<file path="src/rtl/icw_consts.svh">
`ifndef ICW_CONSTS_SVH
`define ICW_CONSTS_SVH

// configuration offsets (byte addresses within the function's space)
`define ICW_PTR_OFFSET      12'h0f8
`define ICW_DATA_OFFSET     12'h0fc

// pointer fields
`define ICW_BASE_LSB        2
`define ICW_BASE_MSB        7
`define ICW_EXT_LSB         8
`define ICW_EXT_MSB         11

// reset values
`define ICW_PTR_RESET       32'h0000_0000
`define ICW_DATA_RESET      32'h0000_0000

// dword index of the two window registers; not referenced, self-pointing is not guarded
`define ICW_PTR_DWORD       10'h03e
`define ICW_DATA_DWORD      10'h03f

`endif

</file>
<file path="src/rtl/icw_pkg.sv">
`default_nettype none
package icw_pkg;
    typedef logic [9:0]  icw_dword_t;
    typedef logic [31:0] icw_word_t;
    typedef logic [3:0]  icw_be_t;
    typedef enum logic [2:0] {
        ICW_IDLE  = 3'b001,
        ICW_FWD   = 3'b010,
        ICW_DONE  = 3'b100
    } icw_state_t;
endpackage
`default_nettype wire

</file>
<file path="src/rtl/icw_pointer_reg.sv">
`timescale 1ns/100ps
`default_nettype none
`include "icw_consts.svh"

module icw_pointer_reg (
    // clock and reset
    input  wire logic         clk_in,
    input  wire logic         sys_rst_in,
    // write port
    input  wire logic         wr_in,
    input  wire logic [3:0]   be_in,
    input  wire logic [31:0]  wdata_in,
    // pointer contents
    output logic [31:0]       ptr_out,
    output logic [9:0]        dword_out
);
    logic [5:0] base_num;
    logic [3:0] extended_register_number;
    logic [5:0] next_base_num;
    logic [3:0] next_extended_register_number;

    always_comb begin
        next_base_num = base_num;
        next_extended_register_number = extended_register_number;
        if (wr_in && be_in[0]) begin
            next_base_num = wdata_in[`ICW_BASE_MSB:`ICW_BASE_LSB]; // RULE1
        end
        if (wr_in && be_in[1]) begin
            next_extended_register_number = wdata_in[`ICW_EXT_MSB:`ICW_EXT_LSB]; // RULE2
        end
    end

    always_ff @(posedge clk_in) begin
        if (sys_rst_in) begin
            base_num <= 6'(`ICW_PTR_RESET >> `ICW_BASE_LSB); // RULE9
            extended_register_number <= 4'(`ICW_PTR_RESET >> `ICW_EXT_LSB); // RULE9
        end else begin
            base_num <= next_base_num;
            extended_register_number <= next_extended_register_number;
        end
    end

    // reserved bits stay zero whatever is written
    assign ptr_out   = {20'h00000, extended_register_number, base_num, 2'h0}; // RULE10
    assign dword_out = {extended_register_number, base_num}; // RULE10
endmodule
`default_nettype wire

</file>
<file path="src/rtl/icw_window.sv">
// Functional notes
// [RULE1] pointer bits 7:2 hold base dword number
// [RULE2] pointer bits 11:8 hold extended number
// [RULE3] software never points at window registers
// [RULE4] software never points at global-space registers
// [RULE5] data port read returns selected register
// [RULE6] data port write updates selected register
// [RULE7] data port byte enables forwarded unchanged
// [RULE8] smbus data port: read zero, write ignored
// [RULE9] pointer 0x0f8, data 0x0fc, reset zero
// [RULE10] target = extended above base; reserved zero
`timescale 1ns/100ps
`default_nettype none
`include "icw_consts.svh"

module icw_window (
    // clock and reset
    input  wire logic         clk_in,
    input  wire logic         sys_rst_in,
    // configuration access from the function's decoder
    input  wire logic         cfg_req_in,
    input  wire logic         cfg_wr_in,
    input  wire logic         cfg_smbus_in,
    input  wire logic [11:0]  cfg_addr_in,
    input  wire logic [3:0]   cfg_be_in,
    input  wire logic [31:0]  cfg_wdata_in,
    output logic              cfg_hit_out,
    output logic              cfg_ack_out,
    output logic [31:0]       cfg_rdata_out,
    // forwarded access to the configuration register file
    output logic              tgt_req_out,
    output logic              tgt_wr_out,
    output logic [9:0]        tgt_dword_out,
    output logic [3:0]        tgt_be_out,
    output logic [31:0]       tgt_wdata_out,
    input  wire logic         tgt_ack_in,
    input  wire logic [31:0]  tgt_rdata_in
);
    icw_pkg::icw_state_t state;
    icw_pkg::icw_state_t next_state;
    logic [31:0] ptr_value;
    logic [9:0]  ptr_dword;
    logic        hit_ptr;
    logic        hit_data;
    logic        ptr_wr;
    logic        next_tgt_req;
    logic        next_tgt_wr;
    logic [3:0]  next_tgt_be;
    logic [31:0] next_tgt_wdata;
    logic [9:0]  next_tgt_dword;
    logic        next_ack;
    logic [31:0] next_rdata;
    logic [31:0] lane_rdata;

    assign hit_ptr  = cfg_addr_in == `ICW_PTR_OFFSET; // RULE9
    assign hit_data = cfg_addr_in == `ICW_DATA_OFFSET; // RULE9
    assign cfg_hit_out = hit_ptr | hit_data;
    assign ptr_wr = (state == icw_pkg::ICW_IDLE) && cfg_req_in && cfg_wr_in && hit_ptr;

    icw_pointer_reg u_ptr (
        .clk_in     (clk_in),
        .sys_rst_in (sys_rst_in),
        .wr_in      (ptr_wr),
        .be_in      (cfg_be_in),
        .wdata_in   (cfg_wdata_in),
        .ptr_out    (ptr_value),
        .dword_out  (ptr_dword)
    );

    // unenabled lanes read back zero so stale target bytes never leak out
    for (genvar g = 0; g < 4; g++) begin : g_lane
        assign lane_rdata[g*8 +: 8] = tgt_be_out[g] ? tgt_rdata_in[g*8 +: 8] : 8'h00; // RULE7
        AST_LANE_OFF: assert property (@(posedge clk_in) disable iff (sys_rst_in) // RULE7
            state == icw_pkg::ICW_FWD && tgt_ack_in && !tgt_wr_out && !tgt_be_out[g]
            |=> cfg_rdata_out[g*8 +: 8] == 8'h00)
            else $error("disabled lane not zero");
    end

    // one access in flight; requester waits for ack before the next
    always_comb begin
        next_state     = state;
        next_tgt_req   = 1'b0;
        next_tgt_wr    = tgt_wr_out;
        next_tgt_be    = tgt_be_out;
        next_tgt_wdata = tgt_wdata_out;
        next_tgt_dword = tgt_dword_out;
        next_ack       = 1'b0;
        next_rdata     = cfg_rdata_out;
        unique case (state)
            icw_pkg::ICW_IDLE: begin
                if (cfg_req_in && cfg_hit_out) begin
                    if (hit_ptr) begin
                        next_ack   = 1'b1;
                        next_rdata = ptr_value; // RULE10
                        next_state = icw_pkg::ICW_DONE;
                    end else if (cfg_smbus_in) begin
                        // smbus path never reaches the target
                        next_ack   = 1'b1;
                        next_rdata = 32'h0000_0000; // RULE8
                        next_state = icw_pkg::ICW_DONE;
                    end else begin
                        next_tgt_req   = 1'b1;
                        next_tgt_wr    = cfg_wr_in; // RULE6
                        next_tgt_be    = cfg_be_in; // RULE7
                        next_tgt_wdata = cfg_wdata_in; // RULE6
                        // pointing at the window itself is undefined; not guarded
                        next_tgt_dword = ptr_dword; // RULE3 RULE4
                        next_state     = icw_pkg::ICW_FWD;
                    end
                end
            end
            icw_pkg::ICW_FWD: begin
                next_tgt_req = ~tgt_ack_in;
                if (tgt_ack_in) begin
                    next_ack   = 1'b1;
                    next_rdata = lane_rdata; // RULE5 RULE7
                    if (tgt_wr_out) begin
                        next_rdata = 32'h0000_0000;
                    end
                    next_state = icw_pkg::ICW_DONE;
                end
            end
            icw_pkg::ICW_DONE: begin
                next_state = icw_pkg::ICW_IDLE;
            end
        endcase
    end

    // every output except the hit flag leaves from here, so the requester sees no glitches
    always_ff @(posedge clk_in) begin
        if (sys_rst_in) begin
            state         <= icw_pkg::ICW_IDLE;
            tgt_req_out   <= 1'b0;
            tgt_wr_out    <= 1'b0;
            tgt_be_out    <= 4'h0;
            tgt_wdata_out <= `ICW_DATA_RESET;
            tgt_dword_out <= 10'h000;
            cfg_ack_out   <= 1'b0;
            cfg_rdata_out <= 32'h0000_0000;
        end else begin
            state         <= next_state;
            tgt_req_out   <= next_tgt_req;
            tgt_wr_out    <= next_tgt_wr;
            tgt_be_out    <= next_tgt_be;
            tgt_wdata_out <= next_tgt_wdata;
            tgt_dword_out <= next_tgt_dword;
            cfg_ack_out   <= next_ack;
            cfg_rdata_out <= next_rdata;
        end
    end

    // pointer: each field follows only its own byte lane
    AST_PTR_FIELDS: assert property (@(posedge clk_in) disable iff (sys_rst_in) // RULE1
        ptr_wr && cfg_be_in == 4'hf |=> ptr_dword == {$past(cfg_wdata_in[11:8]), $past(cfg_wdata_in[7:2])})
        else $error("pointer did not capture fields");
    AST_BASE_KEEP: assert property (@(posedge clk_in) disable iff (sys_rst_in) // RULE1
        ptr_wr && !cfg_be_in[0] |=> ptr_dword[5:0] == $past(ptr_dword[5:0]))
        else $error("base number changed without lane");
    AST_EXT_KEEP: assert property (@(posedge clk_in) disable iff (sys_rst_in) // RULE2
        ptr_wr && !cfg_be_in[1] |=> ptr_dword[9:6] == $past(ptr_dword[9:6]))
        else $error("extended number changed without lane");
    AST_RSVD_ZERO: assert property (@(posedge clk_in) disable iff (sys_rst_in) // RULE10
        ptr_value[31:12] == 20'h00000 && ptr_value[1:0] == 2'h0)
        else $error("reserved pointer bits nonzero");
    AST_PTR_READ: assert property (@(posedge clk_in) disable iff (sys_rst_in) // RULE10
        state == icw_pkg::ICW_IDLE && cfg_req_in && hit_ptr
        |=> cfg_ack_out && cfg_rdata_out == $past(ptr_value) && !tgt_req_out)
        else $error("pointer access answered wrongly");

    // forwarded accesses: the target sees one steady request per non-smbus data-port access
    AST_FWD_ADDR: assert property (@(posedge clk_in) disable iff (sys_rst_in) // RULE10
        $rose(tgt_req_out) |-> tgt_dword_out == $past(ptr_dword))
        else $error("forwarded dword mismatch");
    AST_FWD_BE: assert property (@(posedge clk_in) disable iff (sys_rst_in) // RULE7
        state == icw_pkg::ICW_IDLE && cfg_req_in && hit_data && !cfg_smbus_in
        |=> tgt_req_out && tgt_be_out == $past(cfg_be_in) && tgt_wr_out == $past(cfg_wr_in))
        else $error("byte enables not forwarded");
    AST_TGT_HOLD: assert property (@(posedge clk_in) disable iff (sys_rst_in) // RULE7
        tgt_req_out && !tgt_ack_in
        |=> tgt_req_out && $stable(tgt_wr_out) && $stable(tgt_dword_out)
            && $stable(tgt_be_out) && $stable(tgt_wdata_out))
        else $error("target request changed while waiting");
    AST_READ_DATA: assert property (@(posedge clk_in) disable iff (sys_rst_in) // RULE5
        state == icw_pkg::ICW_FWD && tgt_ack_in && !tgt_wr_out && tgt_be_out == 4'hf
        |=> cfg_ack_out && cfg_rdata_out == $past(tgt_rdata_in))
        else $error("read data not returned");
    AST_WRITE_DATA: assert property (@(posedge clk_in) disable iff (sys_rst_in) // RULE6
        state == icw_pkg::ICW_IDLE && cfg_req_in && hit_data && !cfg_smbus_in && cfg_wr_in
        |=> tgt_wr_out && tgt_wdata_out == $past(cfg_wdata_in))
        else $error("write data lost");
    AST_WRITE_ACK: assert property (@(posedge clk_in) disable iff (sys_rst_in) // RULE6
        state == icw_pkg::ICW_FWD && tgt_ack_in && tgt_wr_out |=> cfg_ack_out && cfg_rdata_out == 32'h0000_0000)
        else $error("write completion wrong");
    AST_WRITE_ONCE: assert property (@(posedge clk_in) disable iff (sys_rst_in) // RULE6
        tgt_req_out && tgt_ack_in |=> !tgt_req_out)
        else $error("target request repeated after ack");

    // smbus, unmapped offsets and reset
    AST_SMBUS: assert property (@(posedge clk_in) disable iff (sys_rst_in) // RULE8
        state == icw_pkg::ICW_IDLE && cfg_req_in && hit_data && cfg_smbus_in
        |=> cfg_ack_out && cfg_rdata_out == 32'h0000_0000 && !tgt_req_out ##1 !tgt_req_out)
        else $error("smbus access reached target");
    AST_SMBUS_KEEP: assert property (@(posedge clk_in) disable iff (sys_rst_in) // RULE8
        state == icw_pkg::ICW_IDLE && cfg_req_in && hit_data && cfg_smbus_in && cfg_wr_in
        |=> $stable(ptr_value))
        else $error("smbus write changed pointer");
    AST_NO_HIT: assert property (@(posedge clk_in) disable iff (sys_rst_in) // RULE9
        state == icw_pkg::ICW_IDLE && cfg_req_in && !cfg_hit_out |=> !cfg_ack_out && !tgt_req_out)
        else $error("unmapped offset answered");
    AST_RESET: assert property (@(posedge clk_in) // RULE9
        sys_rst_in |=> ptr_value == `ICW_PTR_RESET && !tgt_req_out)
        else $error("reset values wrong");

    // main scenarios
    COV_READ: cover property (@(posedge clk_in) disable iff (sys_rst_in)
        tgt_req_out && !tgt_wr_out ##[1:20] cfg_ack_out);
    COV_WRITE: cover property (@(posedge clk_in) disable iff (sys_rst_in)
        tgt_req_out && tgt_wr_out ##[1:20] cfg_ack_out);
    COV_SMBUS: cover property (@(posedge clk_in) disable iff (sys_rst_in)
        cfg_req_in && hit_data && cfg_smbus_in);
    COV_PTR: cover property (@(posedge clk_in) disable iff (sys_rst_in) ptr_wr);
    COV_PART_READ: cover property (@(posedge clk_in) disable iff (sys_rst_in)
        state == icw_pkg::ICW_FWD && tgt_ack_in && !tgt_wr_out && tgt_be_out != 4'hf);
endmodule
`default_nettype wire

</file>
<file path="config.mk">
export PLATFORM = sky130hd
export DESIGN_NAME = icw_window
export DESIGN_NICKNAME = d
export VERILOG_FILES = /design/src/rtl/icw_pkg.sv /design/src/rtl/icw_pointer_reg.sv /design/src/rtl/icw_window.sv
export VERILOG_INCLUDE_DIRS = /design/src /design/src/rtl
export SDC_FILE = /design/constraint.sdc
export NUM_CORES = 1
export LEC_CHECK = 0
export BUFFER_PORTS_ARGS = -buffer_cell sky130_fd_sc_hd__buf_4
export CAP_MARGIN = 10
export CORE_ASPECT_RATIO = 1.25
export CORE_MARGIN = 3
export CORE_UTILIZATION = 25
export DETAILED_ROUTE_END_ITERATION = 16
export SETUP_SLACK_MARGIN = 0.15
export SYNTH_ARGS = -nofsm -noshare
export SYNTH_HDL_FRONTEND = slang
export SYNTH_SLANG_ARGS = --single-unit
</file>
<file path="constraint.sdc">
create_clock -name clk_in -period 2.15 [get_ports clk_in]
set_input_delay 0.215 -clock clk_in [delete_from_list [all_inputs] [get_ports clk_in]]
set_output_delay 0.215 -clock clk_in [all_outputs]
set_load 0.02 [all_outputs]
</file>
==> run summary, run 1 <==
Status -> finished, final reports clean
Drt via density -> 4.63
Clock slew at reported path FFs -> 0.06 ns
Final GP Congestion -> 0.807
HP Class -> in2reg
Via count -> 3,578
Register bit total from synthesis -> 94
Initial core utilization -> 26.0%
Async SR Flop Fraction -> 0%
First drt pass iteration count -> 4
CP Data Required Time -> 2.40 ns
Post-Syn Area -> 3670 um^2
Final Hold Fails -> 0
RSZ-0062 raised after global routing -> false
Routed length per placed instance -> 15.0 um
Slowest-stage cell, CP -> or4b_4
Worst rel slew slack -> 61.6%
Setup Buffers After CTS -> 0
EDFF count, synth -> 0
Max stage delay on crit path -> 0.53 ns
Peak VDD IR -> 0.451 mV
Core Footprint -> 14,100 um^2
Die width -> 114 um
Global Route Usage Sum -> 14.3%
Die area -> 16,200 um^2
Fmax -> 0.539 GHz
Deepest clock path buffer count -> 2
Final Cycle Share -> 86.3%
Commonest non-fill, non-tap cells in the layout -> buf_4 (176), nand2_1 (99), dfxtp_1 (94)
HPWL Detailed -> 8820 um
DRT Wirelength -> 11,600 um
Synth Flop Type -> dfxtp_1
Synth Warn # -> 0
Initial detailed-routing violation count -> 147
Worst hold slack -> 0.0899 ns
Syn Nets -> 519
Pin count of the biggest net entering global routing -> 49
Setup Skew -> 0.00692 ns
Initial antenna violation count -> 1
First-pass GRT wire length -> 18,300 um
Layout Nets -> 679
DRC viols -> 0
Post-synthesis sequential area ratio -> 51.2%
Tmin final -> 1.86 ns
Share of cells above drive strength 1 -> 35.0%
Number of global-route vias before repair -> 3,685
Hold-fix buffers at CTS -> 0
Most common cell after layout, fill and taps aside -> buf_4
Synthesis-to-layout area growth -> 50.1%
Mapped Cells -> 433
Syn Area/Cell -> 8.48 um^2
Netlist cell types -> 46
Slew @ Worst Pin -> 0.569 ns
CTS tree -> done
Most used cell along the critical path -> buf_12
Overflow after GRT -> 0
H-Tree Depth -> 3
Die height -> 142 um
PwrDens -> 832 nW/um^2
Row count -> 48
CP Cell Sequence -> buf_4, or4b_4, or3_1, a211oi_4, buf_12, buf_12, nand3_1, o21ai_0
Final setup violation count -> 0
# fillers -> 1,453
IO Count -> 168
ANT nets after route -> 0
Crit path DAT -> 2.10 ns
Worst-skew pair later-pin latency -> 0.34 ns
CP Launch Type -> input port
CTS Sinks -> 94
Max-cap viol count -> 0
PortBufs -> 167
Setup TNS -> 0 ns
Clock root buffer -> clkbuf_16
Worst-path fanout max -> 27
Worst setup EP type -> flop
Leakage -> 2.27 nW
Slew Viols, Final -> 0
Cts bufs inserted -> 9
Kind of critical path -> in2reg
state kept, by name (all words and copies together), names as in the netlist:
signal and flops:
tgt_wdata_out 32, u_ptr.base_num 6, u_ptr.extended_register_number 4, state 3
tgt_req_out 1, tgt_be_out 4, cfg_ack_out 1, tgt_dword_out 10
cfg_rdata_out 32, tgt_wr_out 1
per-stage QoR:
step / area [um^2] / utilization [%] / cells / total power (W) / setup slack, ns
2_1_floorplan: 3670 / - / 433 / 0.00254 / 0.182
3_3_place_gp: 5180 / 36.7 / 757 / 0.00299 / -0.00582
3_5_place_dp: 5180 / 36.7 / 757 / 0.00301 / -0.0554
4_1_cts: 5480 / 38.9 / 772 / 0.00465 / 0.155
5_1_grt: 5520 / 39.1 / 773 / 0.00484 / 0.159
6_report: 5520 / 39.1 / 773 / 0.00459 / 0.295
layout make-up:
class	instances	area, um^2	share of cell area (%)
Multi-Input combinational cell	304	1680	30.4
Sequential cell	94	1880	34.1
Tap cell	175	219	3.97
Antenna cell	1	2.50	0.0454
Timing Repair Buffer	181	1420	25.8
Inverter	3	11.3	0.204
Clock buffer	12	256	4.65
Clock inverter	3	43.8	0.794
critical path, delay by kind of cell:
| kind | cells | cell delay, ns |
|---|---|---|
| AO/OA/AOI/OAI | 2 | 0.39 |
| AND/OR/NAND/NOR | 3 | 0.99 |
| buffers and inverters | 3 | 0.48 |
synth_stat cells, types with 3 or more instances:
cell      instances  area [um^2]
o21ai_0          23          115
buf_4             4         30.0
nor2b_1           3         18.8
inv_1             3         11.3
and2_1            4         25.0
buf_2             6         30.0
mux2i_1          10          100
nand3_1          26          130
nand2_1          99          372
a21oi_1          49          245
nor2_1           21         78.8
a22oi_1           6         45.0
a311oi_1          4         35.0
clkbuf_1         19         71.3
nand2b_1         24          150
dfxtp_1          94         1880
a211oi_2          6         75.1
final timing paths:
check             cells past startpoint  slack, ns              from                 to
hold reg to reg                       2       0.45  tgt_wdata_out[6]   tgt_wdata_out[6]
setup reg to reg                      6       0.32          state[0]  tgt_wdata_out[29]
hold / removal                        3       0.09  tgt_rdata_in[31]  cfg_rdata_out[31]
setup / recovery                      8       0.29    cfg_addr_in[9]  cfg_rdata_out[24]
report_power, final:
| part | total, W | switching (W) | leakage [nW] | internal [W] |
|---|---|---|---|---|
| sequential | 0.00193 | 0.0000852 | 0.758 | 0.00185 |
| combinational | 0.00104 | 0.000537 | 1.37 | 0.000502 |
| clock | 0.00162 | 0.000660 | 0.149 | 0.000959 |
kinds of logic after synthesis:
logic type,count (synthesis),share of synthesized area [%]
xor+xnor,1,0.238
simple gates,197,25.6
compound gates,96,15.7
flops,94,51.2
mux,10,2.72
buf+inv,35,4.43
layer usage:
layer,global-route usage (%),vias up,routed length [um]
li1,-,1796,-
met1,16.5,1634,4690
met3,4.22,17,958
met4,6.63,0,304
met2,24.3,131,5660
met5,0,-,0
repair_timing:
| action | in CTS | in global routing |
|---|---|---|
| pin swaps | 0 | 0 |
| endpoints found under the hold margin | 0 | 0 |
| resized for setup | 1 | 4 |
| setup endpoints to repair | 6 | 61 |
No activity file was read; power rests on OpenSTA's default activity.
==> run 2: changes to the inputs <==
Clock period 2.15 ns to 1.8 ns, I/O delays scaled along.
==> run summary, run 2 (same netlist as run 1, synthesis figures left out) <==
Status -> finished, final reports clean
Pin count of the biggest net entering global routing -> 96
R2R Path End -> tgt_wdata_out[10]
Reg-to-reg setup timing slack -> 0.08 ns
Row count -> 48
Worst-path fanout max -> 5
Cts bufs inserted -> 9
Drt via density -> 4.75
Setup Skew -> 0.00646 ns
HPWL Detailed -> 8850 um
DRC viols -> 0
Worst rel slew slack -> 69.2%
ANT nets after route -> 0
Slew Viols, Final -> 0
Share of cells above drive strength 1 -> 51.3%
Clock root buffer -> clkbuf_16
Tmin final -> 1.79 ns
CP Launch Type -> input port
Worst-skew pair later-pin latency -> 0.34 ns
Crit path DAT -> 2.04 ns
CP Cell Sequence -> buf_6, or4b_4, or3_4, a211oi_4, buf_4, clkbuf_16, nor2_4, a311oi_2
First-pass GRT wire length -> 18,300 um
Clock slew at reported path FFs -> 0.06 ns
CTS tree -> done
Core Footprint -> 14,100 um^2
Initial detailed-routing violation count -> 215
Deepest clock path buffer count -> 2
Layout Nets -> 701
PnR Total Power -> 0.00619 W
Slew @ Worst Pin -> 0.461 ns
CP Launch Point -> cfg_addr_in[9]
Global Route Usage Sum -> 14.4%
Via count -> 3,773
Final Hold Fails -> 0
Worst setup EP type -> flop
DRT Wirelength -> 13,500 um
Most common cell after layout, fill and taps aside -> buf_4
Die area -> 16,200 um^2
First drt pass iteration count -> 4
Setup TNS -> 0 ns
Post-Layout Inst Area -> 6290 um^2
# fillers -> 1,337
Ant. Diodes -> 0
Initial core utilization -> 26.0%
Max stage delay on crit path -> 0.52 ns
Peak VDD IR -> 0.610 mV
PortBufs -> 167
PwrDens -> 984 nW/um^2
R2R cell count -> 7
Die width -> 114 um
Leakage -> 2.61 nW
Worst hold slack -> 0.0504 ns
Largest regs -> cfg_rdata_out: 32 flops, tgt_wdata_out: 32 flops, tgt_dword_out: 10 flops
Initial antenna violation count -> 0
Final setup violation count -> 0
Routed length per placed instance -> 17.0 um
Placed Area -> 5280 um^2
R2r startpoint -> state[0]
Max-cap viol count -> 0
Commonest non-fill, non-tap cells in the layout -> buf_4 (178), dfxtp_1 (91), nand2_1 (64)
Final GP Congestion -> 0.810
CTS Sinks -> 94
Utilization of the core after routing -> 44.6%
Synthesis-to-layout area growth -> 71.2%
HP Class -> in2reg
Number of global-route vias before repair -> 3,637
RSZ-0062 raised after global routing -> true
H-Tree Depth -> 3
Kind of critical path -> in2reg
Final Cycle Share -> 99.2%
Die height -> 142 um
IO Count -> 168
Hold-fix buffers at CTS -> 0
Fmax -> 0.560 GHz
Overflow after GRT -> 0
Crit path capture -> cfg_rdata_out[8]
Slowest-stage cell, CP -> or4b_4
CP Data Required Time -> 2.06 ns
run 2: changes by cell type in the layout (fill, tap and decap cells not counted), sizes merged:
cell    delta
buf       +15
diode      -1
clkinv     +3
clkbuf     +5
run 2: per-layer routing:
layer | GRT usage [%] | vias up | share of wire (%)
met2 | 25.5 | 131 | 52
li1 | - | 1840 | -
met1 | 15.9 | 1786 | 39
met3 | 4.52 | 16 | 7.2
met4 | 5.32 | 0 | 1.8
met5 | 0 | - | 0
run 2: where the power goes:
part	leakage, nW	switching [W]	internal [W]	total, W
sequential	0.759	0.000138	0.00221	0.00235
combinational	1.71	0.000926	0.00102	0.00195
clock	0.146	0.000816	0.00108	0.00189
run 2: worst min-delay path by stage:
stage | from | to | slack, ns | cells after the start
after CTS | tgt_rdata_in[19] | cfg_rdata_out[19] | 0.04 | 3
final | tgt_rdata_in[16] | cfg_rdata_out[16] | 0.05 | 3
after global routing | tgt_rdata_in[16] | cfg_rdata_out[16] | 0.05 | 3
after detailed placement | tgt_rdata_in[19] | cfg_rdata_out[19] | 0.40 | 3
after floorplan | tgt_rdata_in[12] | cfg_rdata_out[12] | 0.31 | 2
after global placement | tgt_rdata_in[19] | cfg_rdata_out[19] | 0.39 | 3
run 2: metrics by stage:
step	cells	setup WS [ns]
floorplan	433	-0.0513
global placement	765	-0.247
detailed placement	765	-0.275
CTS	781	0.0912
global route	795	-0.0363
finish	795	0.0137
run 2: final cells by class:
class                   instances  area, um^2  area share (%)
clock buffers                  10         229            3.64
clock inverters                 6        62.6           0.995
inverters                       3        11.3           0.179
multi-input cells             304        2070            32.9
flip-flops and latches         94        1890            30.0
well taps                     175         219            3.48
repair buffers                203        1810            28.7
run 2: repair_timing:
item,4_1_cts,5_1_grt
gates resized for setup,6,145
setup buffers,0,4
endpoints found under the setup margin,88,90
gates cloned,0,10
pin swaps,0,61
run 2: critical path, delay by kind of cell:
kind            cells  cell delay (ns)
compound gates      2             0.54
buf+inv             3             0.40
simple gates        3             0.91
